## config.mk

```make
export PLATFORM = sky130hd
export DESIGN_NAME = dcsw_top
export DESIGN_NICKNAME = d
export VERILOG_FILES = /design/src/logic/dcsw_top.v /design/src/logic/dcsw_sync2.v /design/src/logic/dcsw_status_build.v
export VERILOG_INCLUDE_DIRS = /design/src /design/src/logic
export SDC_FILE = /design/constraint.sdc
export NUM_CORES = 1
export LEC_CHECK = 0
export ABC_CLOCK_PERIOD_IN_PS = 1130
export BUFFER_PORTS_ARGS = -buffer_cell sky130_fd_sc_hd__buf_2
export CAP_MARGIN = 10
export CORE_MARGIN = 1
export CORE_UTILIZATION = 50
export CTS_CLUSTER_SIZE = 20
export DETAILED_ROUTE_END_ITERATION = 8
export PLACE_DENSITY = 0.85
export SYNTH_ARGS = -nofsm -noshare
export SYNTH_HDL_FRONTEND = slang
export SYNTH_SLANG_ARGS = --single-unit
export TNS_END_PERCENT = 100
```

## constraint.sdc

```tcl
create_clock -name clock_in -period 1.13 [get_ports clock_in]
set_input_delay 0.113 -clock clock_in [delete_from_list [all_inputs] [get_ports clock_in]]
set_output_delay 0.113 -clock clock_in [all_outputs]
set_load 0.02 [all_outputs]
```

## src/logic/dcsw_map.vh

```
`ifndef DCSW_MAP_VH
`define DCSW_MAP_VH
// register offsets
`define DCSW_ADDR_CTRL      4'h0
`define DCSW_ADDR_STAT      4'h1
`define DCSW_ADDR_MODE      4'h2
// control word field positions
`define DCSW_CB_SWITCH_ON   0
`define DCSW_CB_NOT_COAST   1
`define DCSW_CB_NOT_FAST    2
`define DCSW_CB_ENABLE_OP   3
`define DCSW_CB_FAULT_CLR   7
// status word field positions
`define DCSW_SB_PERMIT      0
`define DCSW_SB_ENERGISED   1
`define DCSW_SB_OPERATING   2
`define DCSW_SB_TRIPPED     3
`define DCSW_SB_NOT_COAST   4
`define DCSW_SB_NOT_FAST    5
`define DCSW_SB_INHIBIT     6
`define DCSW_SB_REMOTE      9
`define DCSW_SB_NOT_RAMPING 10
`define DCSW_SB_LIMIT       11
// mode register field positions
`define DCSW_MB_REMOTE      0
`define DCSW_MB_BUS_SEL     1
// reset values
`define DCSW_CTRL_RESET     16'h0000
`define DCSW_MODE_RESET     2'h0
// example command patterns
`define DCSW_CMD_RUN        16'h047F
`define DCSW_CMD_STOP       16'h047E
`endif

```

## src/logic/dcsw_top.v

```verilog
`timescale 1ns/1ps
`default_nettype none
`include "dcsw_map.vh"
// control/status word bank between fieldbus and sequencer
module dcsw_top (
  input  wire        clock_in,              // 200 MHz drive clock
  input  wire        sys_rst_in,            // synchronous, active high
  // register port
  input  wire [3:0]  reg_addr_in,           // word address
  input  wire [15:0] reg_wdata_in,          // write data
  input  wire        reg_wr_in,             // write strobe
  input  wire        reg_rd_in,             // read strobe
  output reg  [15:0] reg_rdata_out,         // read data, next cycle
  // local terminal pins, asynchronous
  input  wire        local_forward_run_request_in,      // local forward run
  input  wire        local_reverse_run_request_in,      // local reverse run
  input  wire        local_not_coast_n_in,  // local coast stop, low = stop
  input  wire        local_not_fast_n_in,   // local fast stop, low = stop
  input  wire        local_permit_in,       // local power-stage permit
  input  wire        local_fault_clear_in,  // local trip reset
  // sequencer and drive conditions, same clock
  input  wire        seq_permit_in,         // switch-on permitted
  input  wire        seq_energised_in,      // switched on
  input  wire        seq_operating_in,      // operating
  input  wire        seq_tripped_in,        // tripped
  input  wire        seq_inhibited_in,      // start-inhibited state
  input  wire        ramp_active_in,        // reference ramp moving
  input  wire        vector_mode_in,        // 1 vector, 0 volts/hertz
  input  wire        torque_limit_in,       // speed loop at torque limit
  input  wire        current_limit_in,      // open-loop current limit
  // sequencer command inputs
  output reg         forward_run_request_out, // run forward
  output reg         reverse_run_request_out, // run reverse
  output reg         stop_request_out,        // not-stop request
  output reg         coast_release_out,       // coast stop released
  output reg         fast_release_out,        // fast stop released
  output reg         drive_enable_out,        // power permit
  output reg         remote_fault_clear_out,  // trip reset level
  // mode view
  output wire        remote_mode_out        // remote comms mode active
);
  localparam NPIN = 6; // synchronised local pins

  reg  [15:0] remote_control_word; // last value written by controller
  reg  [1:0]  mode_reg;            // remote mode and bus select
  wire [15:0] remote_status_word;  // built status
  wire [NPIN-1:0] pins_sync;       // synchronised local pins
  wire        remote_mode;         // remote sequencing active
  wire        bus_sel;             // fieldbus select setting
  wire        loc_fwd;             // local forward
  wire        loc_rev;             // local reverse
  wire        loc_coast;           // local not-coast
  wire        loc_fast;            // local not-fast
  wire        loc_permit;          // local permit
  wire        loc_clr;             // local trip reset
  reg         view_coast;          // coast view for status
  reg         view_fast;           // fast view for status
  wire        limit_hit;           // internal limit

  // local pins cross into the clock domain first
  dcsw_sync2 #(
    .WIDTH (NPIN)
  ) u_sync (
    .clock_in   (clock_in),
    .sys_rst_in (sys_rst_in),
    .async_in   ({local_fault_clear_in, local_permit_in, local_not_fast_n_in,
                  local_not_coast_n_in, local_reverse_run_request_in, local_forward_run_request_in}),
    .sync_out   (pins_sync)
  );

  assign loc_fwd    = pins_sync[0];
  assign loc_rev    = pins_sync[1];
  assign loc_coast  = pins_sync[2];
  assign loc_fast   = pins_sync[3];
  assign loc_permit = pins_sync[4];
  assign loc_clr    = pins_sync[5];

  assign remote_mode     = mode_reg[`DCSW_MB_REMOTE];
  assign bus_sel         = mode_reg[`DCSW_MB_BUS_SEL];
  assign remote_mode_out = remote_mode;

  // register writes; ramp and remote-request bits are stored but unused,
  // the controller is expected to hold them at one
  always @(posedge clock_in)
  begin
    if (sys_rst_in)
    begin
      remote_control_word <= `DCSW_CTRL_RESET;
      mode_reg            <= `DCSW_MODE_RESET;
    end
    else if (reg_wr_in)
    begin
      case (reg_addr_in)
        `DCSW_ADDR_CTRL:
          remote_control_word <= reg_wdata_in;
        `DCSW_ADDR_MODE:
          mode_reg <= reg_wdata_in[1:0];
        default:
          remote_control_word <= remote_control_word; // unmapped: ignored
      endcase
    end
  end

  // register reads, data the cycle after the strobe
  always @(posedge clock_in)
  begin
    if (sys_rst_in)
      reg_rdata_out <= 16'h0000;
    else if (reg_rd_in)
    begin
      case (reg_addr_in)
        `DCSW_ADDR_CTRL: reg_rdata_out <= remote_control_word;
        `DCSW_ADDR_STAT: reg_rdata_out <= remote_status_word;
        `DCSW_ADDR_MODE: reg_rdata_out <= {14'h0000, mode_reg};
        default:         reg_rdata_out <= 16'h0000; // unmapped reads zero
      endcase
    end
    else
      reg_rdata_out <= 16'h0000;
  end

  // sequencer command mapping, registered for clean outputs
  always @(posedge clock_in)
  begin
    if (sys_rst_in)
    begin
      forward_run_request_out <= 1'b0;
      reverse_run_request_out <= 1'b0;
      stop_request_out        <= 1'b0;
      coast_release_out       <= 1'b0;
      fast_release_out        <= 1'b0;
      drive_enable_out        <= 1'b0;
      remote_fault_clear_out  <= 1'b0;
    end
    else if (remote_mode)
    begin
      // commands other than reverse and stop (held low) taken from the control word in remote mode; coast, fast and permit also gated by the local pins
      forward_run_request_out <= remote_control_word[`DCSW_CB_SWITCH_ON];
      reverse_run_request_out <= 1'b0;
      stop_request_out        <= 1'b0;
      coast_release_out <= remote_control_word[`DCSW_CB_NOT_COAST] & loc_coast;
      fast_release_out  <= remote_control_word[`DCSW_CB_NOT_FAST] & loc_fast;
      drive_enable_out  <= remote_control_word[`DCSW_CB_ENABLE_OP] & loc_permit;
      remote_fault_clear_out <= remote_control_word[`DCSW_CB_FAULT_CLR];
    end
    else
    begin
      // local terminal control
      forward_run_request_out <= loc_fwd;
      reverse_run_request_out <= loc_rev;
      stop_request_out        <= 1'b0;
      coast_release_out       <= loc_coast;
      fast_release_out        <= loc_fast;
      drive_enable_out        <= loc_permit;
      remote_fault_clear_out  <= loc_clr;
    end
  end

  // status views of the stop inputs depend on mode
  always @*
  begin
    if (remote_mode)
    begin
      view_coast = remote_control_word[`DCSW_CB_NOT_COAST];
      view_fast  = remote_control_word[`DCSW_CB_NOT_FAST];
    end
    else
    begin
      view_coast = loc_coast;
      view_fast  = loc_fast;
    end
  end

  // limit source chosen by control mode
  assign limit_hit = vector_mode_in ? torque_limit_in : current_limit_in;

  dcsw_status_build u_status (
    .clock_in     (clock_in),
    .sys_rst_in   (sys_rst_in),
    .permit_in    (seq_permit_in),
    .energised_in (seq_energised_in),
    .operating_in (seq_operating_in),
    .tripped_in   (seq_tripped_in),
    .not_coast_in (view_coast),
    .not_fast_in  (view_fast),
    .inhibited_in (seq_inhibited_in),
    .remote_ok_in (remote_mode & bus_sel),
    .ramping_in   (ramp_active_in),
    .limit_in     (limit_hit),
    .status_out   (remote_status_word)
  );
endmodule // dcsw_top
`default_nettype wire

```

## src/logic/dcsw_sync2.v

```verilog
`timescale 1ns/1ps
`default_nettype none
// two-stage synchroniser for a vector of pin levels
module dcsw_sync2 #(
  parameter WIDTH = 8
) (
  input  wire             clock_in,   // drive clock
  input  wire             sys_rst_in, // synchronous reset
  input  wire [WIDTH-1:0] async_in,   // raw pin levels
  output wire [WIDTH-1:0] sync_out    // levels safe to read
);
  reg [WIDTH-1:0] stage1; // read only by stage2
  reg [WIDTH-1:0] stage2; // synchronised copy

  // per-bit two-flop chain
  genvar i;
  generate
    for (i = 0; i < WIDTH; i = i + 1)
    begin : g_bit
      always @(posedge clock_in)
      begin
        if (sys_rst_in)
        begin
          stage1[i] <= 1'b0;
          stage2[i] <= 1'b0;
        end
        else
        begin
          stage1[i] <= async_in[i];
          stage2[i] <= stage1[i];
        end
      end
    end
  endgenerate

  assign sync_out = stage2;
endmodule // dcsw_sync2
`default_nettype wire

```

## src/logic/dcsw_status_build.v

```verilog
`timescale 1ns/1ps
`default_nettype none
`include "dcsw_map.vh"
// registered status word assembly
module dcsw_status_build (
  input  wire        clock_in,        // drive clock
  input  wire        sys_rst_in,      // synchronous reset
  input  wire        permit_in,       // sequencer switch-on permitted
  input  wire        energised_in,    // sequencer switched on
  input  wire        operating_in,    // sequencer operating
  input  wire        tripped_in,      // sequencer tripped
  input  wire        not_coast_in,    // coast view chosen by mode
  input  wire        not_fast_in,     // fast view chosen by mode
  input  wire        inhibited_in,    // sequencer in start-inhibited state
  input  wire        remote_ok_in,    // remote and bus select
  input  wire        ramping_in,      // ramp generator moving
  input  wire        limit_in,        // internal limit active
  output reg  [15:0] status_out       // status word
);
  reg [15:0] next_status; // combinational word

  // assemble; unsupported bits stay zero
  always @*
  begin
    next_status = 16'h0000;
    next_status[`DCSW_SB_PERMIT]      = permit_in;
    next_status[`DCSW_SB_ENERGISED]   = energised_in;
    next_status[`DCSW_SB_OPERATING]   = operating_in;
    next_status[`DCSW_SB_TRIPPED]     = tripped_in;
    next_status[`DCSW_SB_NOT_COAST]   = not_coast_in;
    next_status[`DCSW_SB_NOT_FAST]    = not_fast_in;
    next_status[`DCSW_SB_INHIBIT]     = inhibited_in;
    next_status[`DCSW_SB_REMOTE]      = remote_ok_in;
    next_status[`DCSW_SB_NOT_RAMPING] = ~ramping_in;
    next_status[`DCSW_SB_LIMIT]       = limit_in;
  end

  // refreshed every clock so reads are never stale
  always @(posedge clock_in)
  begin
    if (sys_rst_in)
      status_out <= 16'h0000;
    else
      status_out <= next_status;
  end
endmodule // dcsw_status_build
`default_nettype wire

```

======== After elaboration in Yosys (flattened, before gate mapping) ========
Cells that the tools add are included.
storage, ports and cells
  logic and storage cells ................. 45
  bits of input ports ..................... 39
  register bits after elaboration ......... 68
  output and inout bits ................... 24
cells by class
  reduce and logical (&&, ||, !) cells .... 5
  multiplexer cells ....................... 9
  eq/ne operators ......................... 2
  bitwise logic cells ..................... 6
operators by type and width
  kind                  number
  $pmux W16 S3          1
  $mux W1               8
  $and A1 B1 Y1         4
  $eq A4 B1 Y1 const B  1
  $eq A4 B2 Y1 const B  1
  $logic_not A4 Y1      1
  $reduce_and A2 Y1     2
  $reduce_or A2 Y1      2
  $not A1 Y1            2

======== Longest topological paths before layout ========
  depth in word-level cells ............... 2
  mapped depth ............................ 6

======== Modules after synthesis ========
From an unflattened synthesis, not the netlist that was laid out.
unflattened totals
  cell total of the unflattened synthesis .. 215
  area total of the unflattened synthesis .. 2,364.8 µm²
modules (own cells, without submodules)
  module             cells each  sequential area each (µm²)  times used  area each (µm²)
  dcsw_top           163         800.8                       1           1,689.1
  dcsw_sync2         25          240.2                       1           366.6
  dcsw_status_build  27          200.2                       1           309.0

======== Worst setup path after synthesis ========
Ideal clock, no wire load.
  path kind ............................... reg-to-reg
  start ................................... register mode_reg[0]
  end ..................................... register coast_release_out
  path buffers ............................ 1
  clock period less this slack ............ 1,195 ps
  setup slack ............................. -65 ps
  arrival time ............................ 1,079 ps
  setup time .............................. 116 ps
  stages on the path, launching flop included .. 4
  path through ............................ dfxtp_1 > clkbuf_1 > inv_1 > o211a_1
between the ends
  word-level cells in the longest chain between the ends .. 1
RTL lines
  item                      line            RTL
  start: declaration        dcsw_top.v:45   reg [1:0] mode_reg;
  start signal: assignment  dcsw_top.v:89   mode_reg <= `DCSW_MODE_RESET;
  start signal: assignment  dcsw_top.v:97   mode_reg <= reg_wdata_in[1:0];
  $mux W1                   dcsw_top.v:135  else if (remote_mode)
  end signal: assignment    dcsw_top.v:141  coast_release_out <= remote_control_word[`DCSW_CB_NOT_COAST] & loc_coast;
  end signal: assignment    dcsw_top.v:152  coast_release_out <= loc_coast;
  end: declaration          dcsw_top.v:35   output reg coast_release_out,
No other way between the ends.
A chain may end at the register's enable or synchronous reset.

======== Final worst setup path ========
  start ................................... register mode_reg[0]
  end ..................................... register reg_rdata_out[0]
between the ends
  word-level cells in the longest chain between the ends .. 1
RTL lines
  item                    line            RTL
  $pmux W16 S3            dcsw_top.v:111  case (reg_addr_in)
  end signal: assignment  dcsw_top.v:112  `DCSW_ADDR_CTRL: reg_rdata_out <= remote_control_word;
  end signal: assignment  dcsw_top.v:113  `DCSW_ADDR_STAT: reg_rdata_out <= remote_status_word;
  end signal: assignment  dcsw_top.v:114  `DCSW_ADDR_MODE: reg_rdata_out <= {14'h0000, mode_reg};
  end: declaration        dcsw_top.v:13   output reg [15:0] reg_rdata_out,
No other way between the ends.

==> run metrics <==
Max FO, Critical Path=5; combinational cell fraction of total power=5.6%; final period utilization=98.43%; EDFF count, synth=0; Via-to-Cell Ratio=4.811; WL/cell=12.86 um; Worst R2R Path Depth=3; CTS tree=yes; leak pwr=1.256 nW; outcome=completed; WL met3=282 um; Initial Utilization=53.10%; largest net degree at the start of global routing=29; total CTS buffers=9; crit path DAT=1.32 ns; highest clock rate=899.1 MHz; CP Launch Type=flip-flop; HPWL after DPL=2887 um; kind of critical path=reg2reg; Root Driver=clkbuf_8; FP Rows=23; DRC=0; Die X=67.65 um; vias in the first global route=1504; via count=1607; RSZ-0062 raised after global routing=false; PwrDens=1720 nW/um2; asr flop ratio synth=0%; share of layout cells above drive strength 1=32.39%; # port buffers=61; n_diodes=0; routed length on met1=1835 um; yosys warns=0; P&R area growth vs syn=34.03%; Clk pwr share=49.0%; sw power=0.0009975 W; Primary FF master, synth=dfxtp_1; drt first pass iters=6; top flop regs=reg_rdata_out x16, remote_control_word x16, u_status.status_out x10; hold buffers post-CTS=10; RePlAce Congestion=0.7571; #FFs+latches synth=62; Worst R2R Start=mode_reg[0]; clock-pin slew on the worst setup and hold paths=0.07 ns; IR drop worst, VDD=1155 uV; die area=4576 um2; H-tree Lvls=3; Unique masters post-synth=25; CTS Buffer Depth=2; Hold Crit Depth=2; Final setup viols=0; CP Capture Type=flip-flop; Post-Syn Area=2155 um2; setup bufs post-CTS=0; Layout Skew=0.007572 ns; die height=67.65 um; min cycle time layout=1.112 ns; total gr overflow=0; setup TNS=0 ns; Hold Crit Class=in2reg; Switching Fraction=20.09%; Placement Setup Slack=-0.05541 ns; first-pass GRT wire length=6472 um; hold path startpoint=local_reverse_run_request_in; Final Max Slew Viols=0; starting DRC count in detailed routing=103; Post-Syn Area per Cell=10.88 um2; share of total power in sequential cells=45.3%; Core ar.=4058 um2; Top Metal Used=met4; CP startpoint=mode_reg[0]; Seq/Total Area, Yosys=57.61%; Worst-Skew Late Latency=0.34 ns; maxcap violations=0; Nets=318; Total GRT Usage=20.34%; final wirelength=4294 um; clock sinks=62; Post-CTS Resized=0; fin util=71.17%; Internal=0.003968 W; Worst EP required=1.34 ns; num ports=63; met2 wire length=2052 um; initial antenna violation count=0; Final Worst Setup Slack=0.01779 ns; Synth Instances=198; post-synth net total=237; final hold vios=0; DRT antenna net count=0
## final timing paths
kind	end	slack (ns)
worst max-delay path	reg_rdata_out[0]	0.02
worst min-delay path	u_sync.stage1[1]	0.02
worst max register to register	reg_rdata_out[0]	0.02
worst min register to register	u_sync.sync_out[3]	0.44
## logic make-up after synthesis
| logic type | synth area share [%] |
|---|---|
| other | 0.1740 |
| muxes | 10.69 |
| AOI/OAI and AO/OA | 5.111 |
| and+or+nand+nor | 23.00 |
| buffers and inverters | 3.426 |
| DFF | 57.61 |
## worst max-delay path, stage by stage (launching register included)
cell and delay [ns]:
dfxtp_1 0.35, buf_4 0.16, a222oi_1 0.38, nor2_1 0.10
## area by class of cell
type                            instances  area [um2]
Clock buffer                           11       151.4
Clock inverter                          5       105.1
Fill cell                             298        1170
Inverter                                2       7.507
Multi-Input combinational cell        123       839.6
Sequential cell                        62        1241
Tap cell                               50       62.56
Timing Repair Buffer                   81       480.5
## power groups by stage
stage               sequential, W  combinational, W  clock [W]
floorplan                 0.00230          0.000127          0
global placement          0.00230          0.000246          0
detailed placement        0.00230          0.000253          0
CTS                       0.00225          0.000281    0.00246
global route              0.00226          0.000307    0.00258
finish                    0.00225          0.000280    0.00243
## stage by stage
step / instance area, um2 / hold WS [ns] / instances / power (W)
detailed placement: 2531 / 0.2772 / 308 / 0.002553
global route: 2888 / 0.009696 / 334 / 0.005141
floorplan: 2156 / 0.1797 / 198 / 0.002431
finish: 2888 / 0.01630 / 334 / 0.004966
CTS: 2888 / 0.002152 / 334 / 0.004997
global placement: 2531 / 0.2779 / 308 / 0.002544
## routing by layer
layer | GRT usage [%] | vias up
li1 | - | 815
met1 | 22.06 | 715
met2 | 32.80 | 67
met3 | 7.939 | 10
met4 | 13.03 | 0
met5 | 0 | -
## cell usage in the layout (no fill, tap or decap)
master,count
inv_1,1
and3_4,1
bufinv_16,3
conb_1,1
inv_2,1
nand4_1,1
nor2b_1,19
and3_1,2
and2_1,6
o211a_1,3
a22oi_1,8
nand2b_1,20
dlygate4sd3_1,10
nor2_1,18
and4_1,1
nor4b_4,1
buf_4,10
dfxtp_1,62
buf_2,61
a222oi_1,2
nor4_4,1
clkbuf_8,11
clkinvlp_4,2
nor2_2,1
nand2_1,15
mux2i_1,23
## synth_stat cells, types with 2 or more instances
cell      number  share of area (%)
dfxtp_1       62                 58
mux2i_1       23                 11
nand2b_1      20                5.8
nor2b_1       19                5.5
nor2_1        18                3.1
nand2_1       15                2.6
a22oi_1        8                2.8
and2_1         6                1.7
clkbuf_1       6                1.0
o211a_1        3                1.4
a222oi_1       2               0.93
and3_1         2               0.58
buf_2          2               0.46
Note: power is estimated with default switching activity, not from simulation.
